--- src/pkg/timer_clock_pkg.sv ---
// Constants for the timer prescaler and clock select block.
package timer_clock_pkg;
	// Register indexes; the byte address is four times the index.
	localparam logic [31:0] TIMER01_CLOCK_SETUP_IDX = 32'h0000FF14;
	localparam logic [31:0] TIMER23_CLOCK_SETUP_IDX = 32'h0000FF15;
	localparam logic [31:0] TIMER0TO3_SOURCE_SELECT_IDX = 32'h0000FF17;
	localparam logic [31:0] TIMER45_CLOCK_SETUP_IDX = 32'h0000FF18;
	localparam logic [31:0] TIMER67_CLOCK_SETUP_IDX = 32'h0000FF19;
	localparam logic [31:0] TIMER4TO7_SOURCE_SELECT_IDX = 32'h0000FF1B;
	localparam int ADDR_SHIFT = 2;
	// Reset values.
	localparam logic [7:0] SETUP_RESET = 8'h00;
	localparam logic [7:0] SOURCE_RESET = 8'h00;
	// Writable bit masks; other bits read as zero.
	localparam logic [7:0] SOURCE03_MASK = 8'h1F;
	localparam logic [7:0] SOURCE47_MASK = 8'h0F;
	// Field layout of a clock setup byte: odd timer high nibble, even timer low.
	localparam int GATE_BIT = 3;
	localparam int RATIO_LSB = 0;
	localparam int RATIO_W = 3;
	localparam int NIBBLE_W = 4;
	localparam int TIMER_COUNT = 8;
	// Prescaler widths and division exponents per ratio code.
	localparam int HS_DIV_W = 12;
	localparam int LS_DIV_W = 7;
	localparam logic [3:0] HS_SHIFT [8] = '{4'hC, 4'hA, 4'h8, 4'h6, 4'h5, 4'h3, 4'h1, 4'h0};
	localparam logic [3:0] LS_SHIFT [8] = '{4'h7, 4'h6, 4'h5, 4'h4, 4'h3, 4'h2, 4'h1, 4'h0};
	// Timers routed to other blocks.
	localparam int SERIAL0_TIMER = 1;
	localparam int SERIAL1_TIMER = 7;
	localparam int LCD_TIMER = 5;
	// Divisors in the serial channels and the frame generator.
	localparam int SERIAL_DIV = 32;
	localparam int LCD_DIV_SHORT = 128;
	localparam int LCD_DIV_LONG = 256;
	localparam logic [4:0] SERIAL_LAST = 5'(SERIAL_DIV - 1);
	localparam logic [7:0] LCD_LAST_SHORT = 8'(LCD_DIV_SHORT - 1);
	localparam logic [7:0] LCD_LAST_LONG = 8'(LCD_DIV_LONG - 1);
endpackage : timer_clock_pkg

--- src/verilog/timer_prescaler_clock_select.sv ---
// Prescaler, clock gating and underflow routing for eight 8-bit down-counting timers.
`timescale 1ns/1ps

// What this block does
// - Timer 1/7 underflow clocks serial channel 0/1.
// - Serial channel divides underflow rate by 32.
// - Serial bit rate ignores compare value.
// - Timer 5 underflow can clock LCD frames.
// - LCD divides by 128, or 256 at 1/8.
// - LCD frame rate ignores compare value.
// - Per-timer clock gate bit, resets off.
// - High-speed ratios 4096 down to 1.
// - Low-speed ratios 128 down to 1.
// - Per-timer source bit: 1 low-speed, 0 high-speed.
// - Underflow pulses and reloads the counter.
// - Timers 4-7 have own source bits.
module timer_prescaler_clock_select
	import timer_clock_pkg::*;
(
	input wire logic clk,
	input wire logic reset,
	input wire logic clkEnable,
	input wire logic psel,
	input wire logic penable,
	input wire logic pwrite,
	input wire logic [31:0] paddr,
	input wire logic [31:0] pwdata,
	output logic [31:0] prdata,
	output logic pready,
	output logic pslverr,
	input wire logic highSpeedTick,
	input wire logic lowSpeedOscPin,
	input wire logic [63:0] reloadValues,
	input wire logic lcdUseTimer5,
	input wire logic lcdDutyEighth,
	output logic [7:0] timerUnderflow,
	output logic serial0BitTick,
	output logic serial1BitTick,
	output logic lcdFrameTick
);
	logic [7:0] setupReg [4];
	logic [7:0] source03Reg;
	logic [7:0] source47Reg;
	logic [2:0] lsSync;
	logic lsLevelReg;
	logic lsEdge;
	logic [HS_DIV_W-1:0] hsDivReg;
	logic [LS_DIV_W-1:0] lsDivReg;
	logic [7:0] countReg [TIMER_COUNT];
	logic [7:0] prescaledTick;
	logic [7:0] gateBits;
	logic [7:0] sourceBits;
	logic [4:0] serial0CntReg;
	logic [4:0] serial1CntReg;
	logic [7:0] lcdCntReg;
	logic [7:0] lcdLast;
	logic [31:0] wordIdx;
	logic setupHit;
	logic mapped;
	logic [1:0] setupSel;
	logic [7:0] readValue;
	logic accessDone;

	// Word index of the access and the decode of the six registers.
	assign wordIdx = paddr >> ADDR_SHIFT;
	assign setupHit = (wordIdx == TIMER01_CLOCK_SETUP_IDX) || (wordIdx == TIMER23_CLOCK_SETUP_IDX) ||
		(wordIdx == TIMER45_CLOCK_SETUP_IDX) || (wordIdx == TIMER67_CLOCK_SETUP_IDX);
	assign mapped = setupHit || (wordIdx == TIMER0TO3_SOURCE_SELECT_IDX) ||
		(wordIdx == TIMER4TO7_SOURCE_SELECT_IDX);
	assign accessDone = psel && penable && pready;

	// Map a setup index onto its slot in the setup array.
	always_comb begin
		case (wordIdx)
			TIMER01_CLOCK_SETUP_IDX: setupSel = 2'h0;
			TIMER23_CLOCK_SETUP_IDX: setupSel = 2'h1;
			TIMER45_CLOCK_SETUP_IDX: setupSel = 2'h2;
			default: setupSel = 2'h3;
		endcase
	end

	// Read mux; source select bits outside SOURCE03_MASK and SOURCE47_MASK read as zero.
	always_comb begin
		if (setupHit) begin
			readValue = setupReg[setupSel];
		end else if (wordIdx == TIMER0TO3_SOURCE_SELECT_IDX) begin
			readValue = source03Reg & SOURCE03_MASK;
		end else if (wordIdx == TIMER4TO7_SOURCE_SELECT_IDX) begin
			readValue = source47Reg & SOURCE47_MASK;
		end else begin
			readValue = 8'h00;
		end
	end

	// APB answer: one wait state, so pready rises in the second access cycle.
	always_ff @(posedge clk) begin
		if (reset) begin
			pready <= 1'b0;
			prdata <= 32'h00000000;
			pslverr <= 1'b0;
		end else if (clkEnable) begin
			pready <= psel && penable && !pready;
			if (psel && penable && !pready) begin
				prdata <= pwrite ? 32'h00000000 : {24'h000000, readValue};
				pslverr <= !mapped;
			end else begin
				pslverr <= 1'b0;
			end
		end
	end

	// Register writes take effect at the completing edge only.
	always_ff @(posedge clk) begin
		if (reset) begin
			for (int i = 0; i < 4; i++) begin
				setupReg[i] <= SETUP_RESET;
			end
			source03Reg <= SOURCE_RESET;
			source47Reg <= SOURCE_RESET;
		end else if (clkEnable && accessDone && pwrite) begin
			if (setupHit) begin
				setupReg[setupSel] <= pwdata[7:0];
			end else if (wordIdx == TIMER0TO3_SOURCE_SELECT_IDX) begin
				source03Reg <= pwdata[7:0] & SOURCE03_MASK;
			end else if (wordIdx == TIMER4TO7_SOURCE_SELECT_IDX) begin
				source47Reg <= pwdata[7:0] & SOURCE47_MASK;
			end
		end
	end

	// The low-speed oscillator is a pin: three stages, a change counts when stages two
	// and three agree, so a metastable first stage never reaches the edge detector.
	always_ff @(posedge clk) begin
		if (reset) begin
			lsSync <= 3'h0;
			lsLevelReg <= 1'b0;
		end else if (clkEnable) begin
			lsSync <= {lsSync[1:0], lowSpeedOscPin};
			if (lsSync[1] == lsSync[2]) begin
				lsLevelReg <= lsSync[2];
			end
		end
	end
	assign lsEdge = (lsSync[1] == lsSync[2]) && lsSync[2] && !lsLevelReg;

	// Shared free-running dividers; every timer taps its own power of two from them,
	// which costs one counter per source instead of one per timer.
	always_ff @(posedge clk) begin
		if (reset) begin
			hsDivReg <= '0;
			lsDivReg <= '0;
		end else if (clkEnable) begin
			if (highSpeedTick) begin
				hsDivReg <= hsDivReg + 1'b1;
			end
			if (lsEdge) begin
				lsDivReg <= lsDivReg + 1'b1;
			end
		end
	end

	// Per-timer source, ratio and gate, then the down counter with reload.
	for (genvar t = 0; t < TIMER_COUNT; t++) begin : gTimer
		logic [3:0] nibble;
		logic [2:0] ratio;
		logic [HS_DIV_W-1:0] hsMask;
		logic [LS_DIV_W-1:0] lsMask;
		logic [7:0] reload;
		assign nibble = setupReg[t/2][(t%2)*NIBBLE_W +: NIBBLE_W];
		assign ratio = nibble[RATIO_LSB +: RATIO_W];
		assign gateBits[t] = nibble[GATE_BIT];
		assign sourceBits[t] = (t < 4) ? source03Reg[t%4] : source47Reg[t%4];
		assign hsMask = HS_DIV_W'((13'h0001 << HS_SHIFT[7 - ratio]) - 13'h0001);
		assign lsMask = LS_DIV_W'((8'h01 << LS_SHIFT[7 - ratio]) - 8'h01);
		// Source select picks the prescaler tap; 1 is the low-speed oscillator.
		assign prescaledTick[t] = sourceBits[t] ?
			(lsEdge && ((lsDivReg & lsMask) == lsMask)) :
			(highSpeedTick && ((hsDivReg & hsMask) == hsMask));
		assign reload = reloadValues[t*8 +: 8];

		// The gate bit blocks the prescaled clock; compare value plays no part here.
		always_ff @(posedge clk) begin
			if (reset) begin
				countReg[t] <= 8'h00;
				timerUnderflow[t] <= 1'b0;
			end else if (clkEnable) begin
				timerUnderflow[t] <= 1'b0;
				if (prescaledTick[t] && gateBits[t]) begin
					if (countReg[t] == 8'h00) begin
						countReg[t] <= reload;
						timerUnderflow[t] <= 1'b1;
					end else begin
						countReg[t] <= countReg[t] - 8'h01;
					end
				end
			end
		end

		// With the low-speed source and no synced edge the timer cannot step.
		// This catches a source bit that reaches the wrong prescaler tap.
		a_source_low_speed: assert property (@(posedge clk) disable iff (reset)
			gateBits[t] && sourceBits[t] && !lsEdge && clkEnable |=> !timerUnderflow[t])
			else $error("timer stepped without a low-speed edge");
	end

	// Serial channels divide their timer's underflow by 32; only underflow matters.
	always_ff @(posedge clk) begin
		if (reset) begin
			serial0CntReg <= 5'h00;
			serial1CntReg <= 5'h00;
			serial0BitTick <= 1'b0;
			serial1BitTick <= 1'b0;
		end else if (clkEnable) begin
			serial0BitTick <= timerUnderflow[SERIAL0_TIMER] && (serial0CntReg == SERIAL_LAST);
			serial1BitTick <= timerUnderflow[SERIAL1_TIMER] && (serial1CntReg == SERIAL_LAST);
			if (timerUnderflow[SERIAL0_TIMER]) begin
				serial0CntReg <= serial0CntReg + 5'h01;
			end
			if (timerUnderflow[SERIAL1_TIMER]) begin
				serial1CntReg <= serial1CntReg + 5'h01;
			end
		end
	end

	// Frame divider: 256 at 1/8 duty, 128 otherwise; stalls while not routed.
	assign lcdLast = lcdDutyEighth ? LCD_LAST_LONG : LCD_LAST_SHORT;
	always_ff @(posedge clk) begin
		if (reset) begin
			lcdCntReg <= 8'h00;
			lcdFrameTick <= 1'b0;
		end else if (clkEnable) begin
			lcdFrameTick <= 1'b0;
			if (lcdUseTimer5 && timerUnderflow[LCD_TIMER]) begin
				if (lcdCntReg >= lcdLast) begin
					lcdCntReg <= 8'h00;
					lcdFrameTick <= 1'b1;
				end else begin
					lcdCntReg <= lcdCntReg + 8'h01;
				end
			end
		end
	end

	// Helper: underflows of timer 1 since the last serial 0 bit tick.
	logic [5:0] helpUfl1Reg;
	always_ff @(posedge clk) begin
		if (reset) begin
			helpUfl1Reg <= 6'h00;
		end else if (clkEnable) begin
			if (serial0BitTick) begin
				helpUfl1Reg <= {5'h00, timerUnderflow[SERIAL0_TIMER]};
			end else if (timerUnderflow[SERIAL0_TIMER]) begin
				helpUfl1Reg <= helpUfl1Reg + 6'h01;
			end
		end
	end

	// Helper: underflows of timer 7 since the last serial 1 bit tick.
	logic [5:0] helpUfl7Reg;
	always_ff @(posedge clk) begin
		if (reset) begin
			helpUfl7Reg <= 6'h00;
		end else if (clkEnable) begin
			if (serial1BitTick) begin
				helpUfl7Reg <= {5'h00, timerUnderflow[SERIAL1_TIMER]};
			end else if (timerUnderflow[SERIAL1_TIMER]) begin
				helpUfl7Reg <= helpUfl7Reg + 6'h01;
			end
		end
	end

	// Divider, routing and reload checks; the helpers count underflows themselves and restart on each bit tick.
	a_serial_div_count: assert property (@(posedge clk) disable iff (reset)
		serial0BitTick |-> $past(helpUfl1Reg) == 6'(SERIAL_DIV - 1))
		else $error("serial 0 bit tick not after 32 underflows");
	a_serial_source_timer: assert property (@(posedge clk) disable iff (reset)
		serial1BitTick |-> $past(timerUnderflow[SERIAL1_TIMER]) && $past(clkEnable))
		else $error("serial 1 tick without timer 7 underflow");
	a_underflow_reload: assert property (@(posedge clk) disable iff (reset)
		$rose(timerUnderflow[0]) |-> countReg[0] == $past(reloadValues[7:0]))
		else $error("counter not reloaded on underflow");
	a_gate_blocks_clock: assert property (@(posedge clk) disable iff (reset)
		!gateBits[2] ##1 !gateBits[2] |-> !timerUnderflow[2])
		else $error("underflow while clock gate off");
	a_lcd_route_off: assert property (@(posedge clk) disable iff (reset)
		!lcdUseTimer5 ##1 !lcdUseTimer5 |-> !lcdFrameTick)
		else $error("frame tick while timer 5 not routed");
	a_lcd_frame_wrap: assert property (@(posedge clk) disable iff (reset)
		lcdFrameTick |-> lcdCntReg == 8'h00 && $past(lcdCntReg) == $past(lcdLast))
		else $error("frame tick not at divider wrap");
	a_reserved_reads_zero: assert property (@(posedge clk) disable iff (reset)
		(source03Reg & ~SOURCE03_MASK) == 8'h00 && (source47Reg & ~SOURCE47_MASK) == 8'h00)
		else $error("undefined source select bit set");
	a_apb_one_wait: assert property (@(posedge clk) disable iff (reset)
		psel && penable && !pready && clkEnable |=> pready)
		else $error("apb answer late");
	a_hs_ratio_one: assert property (@(posedge clk) disable iff (reset)
		gateBits[0] && !sourceBits[0] && ratio0Is0() && highSpeedTick && clkEnable
		|=> timerUnderflow[0] || countReg[0] == $past(countReg[0]) - 8'h01)
		else $error("divide by one does not count every tick");
	function automatic logic ratio0Is0();
		return setupReg[0][RATIO_LSB +: RATIO_W] == 3'h0;
	endfunction : ratio0Is0

	// The second serial channel and the frame divider follow only their routed underflows.
	a_serial1_div_count: assert property (@(posedge clk) disable iff (reset)
		serial1BitTick |-> $past(helpUfl7Reg) == 6'(SERIAL_DIV - 1))
		else $error("serial 1 bit tick not after 32 underflows");
	a_frame_source: assert property (@(posedge clk) disable iff (reset)
		lcdFrameTick |-> $past(timerUnderflow[LCD_TIMER]) && $past(lcdUseTimer5))
		else $error("frame tick without routed timer 5 underflow");
	a_lcd_hold_unrouted: assert property (@(posedge clk) disable iff (reset)
		!lcdUseTimer5 |=> $stable(lcdCntReg))
		else $error("frame divider moved while not routed");

	// Enable, reset and bus answer checks.
	a_enable_freeze: assert property (@(posedge clk) disable iff (reset)
		!clkEnable |=> $stable(hsDivReg) && $stable(countReg[0]))
		else $error("state moved while clock enable low");
	a_reset_gates_off: assert property (@(posedge clk) disable iff (reset)
		$past(reset) |-> gateBits == 8'h00 && sourceBits == 8'h00)
		else $error("gate or source bit set after reset");
	a_prdata_upper_zero: assert property (@(posedge clk) disable iff (reset)
		pready |-> prdata[31:8] == 24'h000000)
		else $error("upper read data bits not zero");
	a_error_with_ready: assert property (@(posedge clk) disable iff (reset)
		pslverr |-> pready)
		else $error("bus error without ready");
	a_ready_one_cycle: assert property (@(posedge clk) disable iff (reset)
		pready && clkEnable |=> !pready)
		else $error("ready held longer than one cycle");

	// Main scenarios that the bench is expected to reach.
	c_serial_tick: cover property (@(posedge clk) disable iff (reset) serial0BitTick);
	c_serial1_tick: cover property (@(posedge clk) disable iff (reset) serial1BitTick);
	c_apb_error: cover property (@(posedge clk) disable iff (reset) pslverr);
	c_lcd_long_frame: cover property (@(posedge clk) disable iff (reset)
		lcdFrameTick && lcdDutyEighth);
	c_low_speed_underflow: cover property (@(posedge clk) disable iff (reset)
		timerUnderflow[3] && sourceBits[3]);
endmodule : timer_prescaler_clock_select

--- config.mk ---
export PLATFORM = sky130hd
export DESIGN_NAME = timer_prescaler_clock_select
export DESIGN_NICKNAME = d
export VERILOG_FILES = /design/src/pkg/timer_clock_pkg.sv /design/src/verilog/timer_prescaler_clock_select.sv
export SDC_FILE = /design/constraint.sdc
export NUM_CORES = 1
export LEC_CHECK = 0
export BUFFER_PORTS_ARGS = -buffer_cell sky130_fd_sc_hd__buf_2
export CAP_MARGIN = 25
export CORE_MARGIN = 5
export CORE_UTILIZATION = 58
export CTS_BUF_LIST = sky130_fd_sc_hd__clkbuf_16
export DETAILED_ROUTE_END_ITERATION = 10
export GPL_ROUTABILITY_DRIVEN = 0
export PLACE_DENSITY = 0.81
export SETUP_SLACK_MARGIN = 0.15
export SLEW_MARGIN = 20
export SYNTH_ARGS = -nofsm -noshare
export SYNTH_HDL_FRONTEND = slang
export SYNTH_SLANG_ARGS = --single-unit
export TNS_END_PERCENT = 5
--- constraint.sdc ---
create_clock -name clk -period 4.5 [get_ports clk]
set_input_delay 0.225 -clock clk [delete_from_list [all_inputs] [get_ports clk]]
set_output_delay 0.225 -clock clk [all_outputs]
set_load 0.01 [all_outputs]
== Yosys cells after proc, flatten, opt, wreduce, memory -nomap -nowiden ==
Memory sizes are Yosys's and may differ from the RTL's.
Index checks and enable logic that the tools add are counted.
Widths: inputs -> output; s select.

* Register bits after elaboration: 95
* Bits in writable memories: 96
* ROM bits: 512
* Input bits: 138
* Output and inout bits: 45
* Memories kept: 18

{| class="wikitable"
|+ Memory list
! name !! words !! bits a word !! rd ports !! clocked after memory_dff !! wr ports !! RTL line !! RTL
|-
| countReg || 8 || 8 || 8 || 0 || 8 || timer_prescaler_clock_select.sv:49 || <nowiki>logic [7:0] countReg [TIMER_COUNT];</nowiki>
|-
| (name not given) || 8 || 4 || 1 || 0 || 0 || timer_prescaler_clock_select.sv:174 || <nowiki>assign lsMask = LS_DIV_W'((8'h01 << LS_SHIFT[7 - ratio]) - 8'h01);</nowiki>
|-
| (name not given) || 8 || 4 || 1 || 0 || 0 || timer_prescaler_clock_select.sv:173 || <nowiki>assign hsMask = HS_DIV_W'((13'h0001 << HS_SHIFT[7 - ratio]) - 13'h0001);</nowiki>
|-
| (name not given) || 8 || 4 || 1 || 0 || 0 || timer_prescaler_clock_select.sv:174 ||
|-
| (name not given) || 8 || 4 || 1 || 0 || 0 || timer_prescaler_clock_select.sv:173 ||
|-
| (name not given) || 8 || 4 || 1 || 0 || 0 || timer_prescaler_clock_select.sv:174 ||
|-
| 12 more memories || -- || -- || -- || -- || -- || -- ||
|}

* Add/sub/neg operators: 37
* Magnitude comparators: 9
* Equal/unequal tests: 25
* Shift operators: 16
* Muxes and demuxes: 155
* Bitwise logic cells: 42
* Reductions and logical operators: 60

{| class="wikitable"
|+ Operators by type and width
! cell !! number
|-
| $ge 33x4->1 const B || 8
|-
| $not 32->33 || 8
|-
| $eq 30x16->1 const B || 6
|-
| $mux 8 || 21
|-
| $mux 4 || 33
|-
| $mux 1 || 98
|-
| $and 12x12->12 || 8
|-
| $eq 12x12->1 || 8
|-
| $shl 1x4->12 const A || 8
|-
| $sub 12x1->12 const B || 8
|-
| $logic_not 8->1 || 8
|-
| $sub 8x1->8 const B || 8
|-
| $and 7x7->7 || 8
|-
| $eq 7x7->1 || 8
|-
| $shl 1x4->7 const A || 8
|-
| $sub 7x1->7 const B || 8
|-
| $logic_and 1x1->1 || 34
|-
| $sub 3x3->4 const A || 8
|-
| $or 1x1->1 || 16
|-
| $reduce_and 2->1 || 7
|-
| $add 12x1->12 const B || 1
|-
| $add 5x1->5 const B || 2
|-
| $eq 5x5->1 const B || 2
|-
| $add 8x1->8 const B || 1
|-
| 12 further kinds || 19
|}

== Depth between registers and ports, before layout ==
Gate-level depths: netlist of the first run.
An unclocked memory read counts as a cell.

* Depth after elaboration: 19
* Depth in mapped cells: 10
* Depth with buffers taken out: 8

== Least setup slack after synthesis of the first run ==
Ideal clock, no wire load.

* Kind: register to register
* From: mem setupReg[0][1]
* To: mem countReg[0][0], enable pin
* Arrival: 2.829 ns
* Data required time: 4.116 ns
* Setup slack: 1.287 ns
* Cell stages (with the launch flop): 10
* Buffers on the path: 1
* Path through: edfxtp_1 -> clkbuf_1 -> inv_1 -> ha_1 -> nor3b_1 -> xnor2_1 -> o221ai_1 -> a221oi_1 -> a21oi_1 -> o21ai_0

{| class="wikitable"
|+ RTL lines
! element !! RTL line !! RTL
|-
| start: declaration || timer_prescaler_clock_select.sv:41 || <nowiki>logic [7:0] setupReg [4];</nowiki>
|-
| end: declaration || timer_prescaler_clock_select.sv:49 ||
|}

==> results of run 1 <==
==> power breakdown <==
part / leakage (nW) / switching (W) / internal [W]
clock: 0.279 / 0.000604 / 0.000787
sequential: 1.56 / 0.0000518 / 0.00165
combinational: 3.04 / 0.000218 / 0.000152
==> registers in the layout (all words and copies together), names as in the netlist, 5 cells and up <==
signal and cells:
lcdCntReg 8, hsDivReg 12, prdata 8, setupReg 32, lsDivReg 7, countReg 64
timerUnderflow 8, source03Reg 5, serial0CntReg 5, serial1CntReg 5
==> critical path, delay by kind of cell (launching register included) <==
| kind | cells | cell delay [ns] |
|---|---|---|
| buffers and inverters | 1 | 0.25 |
| XOR/XNOR | 1 | 0.16 |
| AO/OA/AOI/OAI | 2 | 0.81 |
| flip-flops | 1 | 0.62 |
| AND/OR/NAND/NOR | 3 | 0.83 |
| adder cells (fa/ha/maj) | 1 | 0.44 |
==> through the flow <==
stage / total power (W) / cell area [µm²]
finish: 0.00346 / 12800
global route: 0.00358 / 12800
CTS: 0.00347 / 12800
detailed placement: 0.00209 / 12200
global placement: 0.00208 / 12200
floorplan: 0.00198 / 11600
==> cell families after synthesis <==
family | count (synthesis) | synth area share, %
simple gates | 539 | 24.2
compound gates | 294 | 17.5
flops | 167 | 37.3
buf+inv | 157 | 5.95
xor+xnor | 91 | 6.90
fa+ha+maj | 57 | 6.18
mux | 22 | 1.95
other cells | 1 | 0.0325
==> metal layers <==
metal | track usage [%] | part of all wire [%]
met5 | 0 | 0
met1 | 35.4 | 42
met4 | 11.5 | 3.5
met2 | 42.3 | 46
met3 | 4.13 | 8.9
==> final timing paths <==
check	startpoint	endpoint	slack, ns	depth (start not counted)
worst max-delay path	setupReg[1][5]	countReg[0][28]	1.01	8
worst min register to register	prdata[6]	prdata[6]	0.47	2
worst max register to register	setupReg[1][5]	countReg[0][28]	1.01	8
worst min-delay path	lowSpeedOscPin	lsSync[0]	0.06	3
==> final cells by class <==
type | instances | area [µm²]
clock buffers | 18 | 450
flip-flops and latches | 167 | 4300
multi-input cells | 1027 | 6650
clock inverters | 13 | 106
fillers | 1591 | 6740
repair buffers | 139 | 713
inverters | 62 | 233
well taps | 265 | 332
==> synthesized netlist by cell type (28+ instances only) <==
master and instances:
clkbuf_1 63, nand3_1 28, o21ai_0 47, a21oi_1 64, xor2_1 32, nand2_1 95, ha_1 57, xnor2_1 59
edfxtp_1 96, dfxtp_1 71, inv_1 61, a211oi_1 37, and2_1 35, nor2_1 183
==> results.sh, run 1 <==
export IMPL_hp_class="primary input to register"
export IMPL_wire_per_inst_um=17.9
export IMPL_tns_ns=0
export IMPL_die_area_um2=22800
export IMPL_cts_num_sinks=167
export IMPL_core_area_um2=19500
export IMPL_setup_viol=0
export IMPL_synth_top_area_share_pct=25.0
export IMPL_cts_resized=0
export IMPL_io_pin_count=183
export IMPL_arrival_ns=3.55
export IMPL_dp_cells=1660
export IMPL_crit_path_start_kind="register"
export IMPL_vdd_drop_max_mv=0.245
export IMPL_grt_pass1_wl_um=47900
export IMPL_grt_total_usage_pct=26.3
export IMPL_vias=10301
export IMPL_netlist_instances=1328
export IMPL_power_density_nw_per_um2=270
export IMPL_end_kind="register"
export IMPL_drtAntennaViolNets=0
export IMPL_layout_commonest_cell="nor2_1"
export IMPL_slowest_stage="a31oi_1"
export IMPL_drc=0
export IMPL_fp_dieH_um=151
export IMPL_final_util_pct=65.5
export IMPL_cap_violations=0
export IMPL_final_cell_count_no_fill=1691
export IMPL_max_freq_ghz=0.286
export IMPL_dpl_worst_slack_ns=1.02
export IMPL_clock_latency_ns=0.43
export IMPL_yosysSeqAreaShare_pct=37.3
export IMPL_grt_pass1_vias=9665
export IMPL_drive_gt1_share_pct=13.3
export IMPL_n_antenna_cell=0
export IMPL_grt_max_degree=59
export IMPL_max_slew_margin_rel_pct=31.1
export IMPL_ys_async_sr_fraction_pct=0
export IMPL_viasPerCell=6.09
export IMPL_clkTransAtPathRegs_ns=0.06
export IMPL_finalHoldViolations=0
export IMPL_leakage_nw=4.87
export IMPL_fin_skew_ns=0.00688
export IMPL_final_cell_mix="183 x nor2_1, 132 x buf_2, 96 x edfxtp_1"
export IMPL_port_buffers=132
export IMPL_drv_slew=0
export IMPL_yosysTopAreaCell="edfxtp_1"
export IMPL_max_stage_delay_ns=0.71
export IMPL_ys_ff_latch=167
export IMPL_hpwl_um=21900
export IMPL_rsz0062_at_grt="false"
export IMPL_drtPass1Iterations=6
export IMPL_overflow=0
export IMPL_synth_avg_cell_area_um2=8.69
export IMPL_min_period_ns=3.49
export IMPL_ys_top_cells_by_area="edfxtp_1 25%, dfxtp_1 12%, ha_1 6.2%"
export IMPL_status="completed"
export IMPL_synth_ff_type="edfxtp_1"
export IMPL_grt_antenna_before_repair=0
export IMPL_min_period_over_period_pct=77.7
export IMPL_path_cells="inv_1, ha_1, nor3b_1, xnor2_1, o32ai_1, nor4_1, nand3b_1, a31oi_1"
export IMPL_ys_warn_count=0
export IMPL_worstSetupPathType="register to register"
export IMPL_clock_root_buffer="clkbuf_16"
export IMPL_ys_types=80
export IMPL_wl_um=30300
export IMPL_synth_edf_count=96
export IMPL_hold_ws_ns=0.0557
export IMPL_first_iter_violations=995
export IMPL_nets=1609
export IMPL_tightest_slew_ns=1.03
export IMPL_cp_required_ns=4.55
export IMPL_layout_area_overhead_vs_synth_pct=10.7
export IMPL_cts_setup_buffers=0
export IMPL_cts_tree="yes"
export IMPL_cts_buffer_depth=2
export IMPL_start_util_pct=59.1
export IMPL_syn_area_um2=11500
export IMPL_rows=51
export IMPL_die_w_um=151
export IMPL_worst_slack_ns=1.01
export IMPL_cts_htree_levels=4
export IMPL_cts_buffers=17
export IMPL_crit_fanout=11
export IMPL_cts_hold_buf=0
(Power assumes the default switching activity.)
==> run 2: changes to the inputs <==
clock period = 3.32 ns   (was 4.5 ns; I/O delays follow)
==> results.sh, run 2 (synthesis gave the netlist of run 1 again) <==
export IMPL_grt_max_degree=42
export IMPL_drtPass1Iterations=5
export IMPL_crit_path_start_kind="register"
export IMPL_rsz0062_at_grt="true"
export IMPL_final_util_pct=66.9
export IMPL_p_sw_share_pct=25.6
export IMPL_tns_ns=0
export IMPL_min_delay_start="reloadValues[26]"
export IMPL_finalHoldViolations=0
export IMPL_core_area_um2=19500
export IMPL_worst_slack_ns=0.288
export IMPL_max_freq_ghz=0.330
export IMPL_hp_class="primary input to register"
export IMPL_p_int_w=0.00362
export IMPL_viasPerCell=6.11
export IMPL_arrival_ns=3.17
export IMPL_status="completed"
export IMPL_grt_total_usage_pct=27.0
export IMPL_vdd_drop_max_mv=0.355
export IMPL_p_comb_share_pct=11.1
export IMPL_tightest_slew_ns=0.923
export IMPL_cp_required_ns=3.46
export IMPL_drive_gt1_share_pct=15.2
export IMPL_fin_skew_ns=0.00959
export IMPL_min_period_ns=3.03
export IMPL_first_iter_violations=1015
export IMPL_crit_fanout=8
export IMPL_fp_dieH_um=151
export IMPL_grt_pass1_vias=9736
export IMPL_pwr_share_clk_pct=41.9
export IMPL_cts_setup_buffers=0
export IMPL_drtAntennaViolNets=0
export IMPL_final_cell_mix="183 x nor2_1, 132 x buf_2, 96 x edfxtp_1"
export IMPL_n_antenna_cell=0
export IMPL_rr_endpoint="countReg[0][28]"
export IMPL_fillCellCount=1573
export IMPL_port_buffers=132
export IMPL_r2r_start="setupReg[1][4]"
export IMPL_max_slew_margin_rel_pct=38.3
export IMPL_worstSetupPathType="register to register"
export IMPL_wire_per_inst_um=18.2
export IMPL_hpwl_um=22500
export IMPL_end_kind="register"
export IMPL_seqPwrFrac_pct=47.0
export IMPL_nets=1638
export IMPL_min_period_over_period_pct=91.3
export IMPL_io_pin_count=183
export IMPL_regMostFlops="countReg"
export IMPL_dpl_worst_slack_ns=0.372
export IMPL_cts_buffer_depth=2
export IMPL_start_util_pct=59.1
export IMPL_wl_um=31300
export IMPL_reg_largest_list="countReg: 64 flops, setupReg: 32 flops, hsDivReg: 12 flops"
export IMPL_clkTransAtPathRegs_ns=0.07
export IMPL_grt_pass1_wl_um=49000
export IMPL_hold_depth=3
export IMPL_cts_buffers=17
export IMPL_die_w_um=151
export IMPL_min_to="countReg[0][26]"
export IMPL_overflow=0
export IMPL_layout_area_overhead_vs_synth_pct=13.1
export IMPL_layout_commonest_cell="nor2_1"
export IMPL_grt_antenna_before_repair=0
export IMPL_power_density_nw_per_um2=372
export IMPL_drc=0
export IMPL_cap_violations=0
export IMPL_cts_num_sinks=167
export IMPL_clock_latency_ns=0.43
export IMPL_netSwitchingPower_w=0.00124
export IMPL_setup_viol=0
export IMPL_rows=51
export IMPL_vias=10523
export IMPL_r2r_slack_ns=0.29
export IMPL_drv_slew=0
export IMPL_r2r_cells=9
export IMPL_cts_htree_levels=4
export IMPL_largest_reg_flops=64
export IMPL_die_area_um2=22800
export IMPL_leakage_nw=5.04
export IMPL_clock_root_buffer="clkbuf_16"
export IMPL_cts_tree="yes"
[run 2: changes by cell type in the layout (fill, tap and decap cells not counted), sizes merged]
cell	change
buf	+28
bufinv	+1
clkinv	-3
dlygate4sd3	+1
inv	+3
[run 2: worst max path at each step]
stage | startpoint | endpoint | slack [ns] | depth (start not counted)
after global placement | setupReg[1][4] | countReg[0][30] | 0.48 | 9
final | setupReg[1][4] | countReg[0][28] | 0.29 | 9
after detailed placement | setupReg[1][4] | countReg[0][31] | 0.37 | 9
after floorplan | setupReg[0][1] | countReg[0][0] | 0.33 | 9
after CTS | setupReg[1][4] | countReg[0][31] | 0.35 | 9
after global routing | setupReg[0][1] | countReg[0][1] | 0.11 | 7
[run 2: metal layers]
metal  track usage, %  vias up  wire length, µm
li1                 -     4991                -
met2             42.9      565            14100
met3             4.97      122             3040
met1             36.0     4845            12800
met4             12.1        0             1360
met5                0        -                0
[run 2: layout make-up]
cell class,count,area (µm²),area share [%]
flip-flops and latches,167,4300,33.0
repair buffers,168,933,7.15
multi-input cells,1027,6650,50.9
clock buffers,18,450,3.45
well taps,265,332,2.54
inverters,62,233,1.78
clock inverters,14,155,1.19
[run 2: power by group through the flow]
stage	clock (W)	sequential [W]	combinational, W
2_1_floorplan	0	0.00231	0.000369
3_3_place_gp	0	0.00232	0.000514
3_5_place_dp	0	0.00233	0.000525
4_1_cts	0.00207	0.00228	0.000530
5_1_grt	0.00216	0.00229	0.000589
6_report	0.00204	0.00228	0.000541
[run 2: timing repair]
item | 4_1_cts | 5_1_grt
hold buffers | 1 | 0
hold endpoints to repair | 1 | 0
setup endpoints to repair | 0 | 13
gates resized for setup | 0 | 1
[run 2: per-stage QoR]
step           power (W)  hold slack (ns)  instance area [µm²]  instances
2_1_floorplan    0.00268            0.310                11600       1351
3_3_place_gp     0.00284            0.426                12400       1688
3_5_place_dp     0.00285            0.436                12400       1688
4_1_cts          0.00488           0.0571                13000       1721
5_1_grt          0.00504           0.0748                13100       1721
6_report         0.00486           0.0713                13100       1721
[run 2: worst max-delay path, cell delays in order (launching register included)]
cell and delay (ns):
edfxtp_1 0.53, inv_1 0.15, ha_1 0.40, nor3b_1 0.27, xnor2_1 0.16, o32ai_1 0.10, nor4_1 0.49, nand3b_1 0.22
a31oi_1 0.23, buf_4 0.20
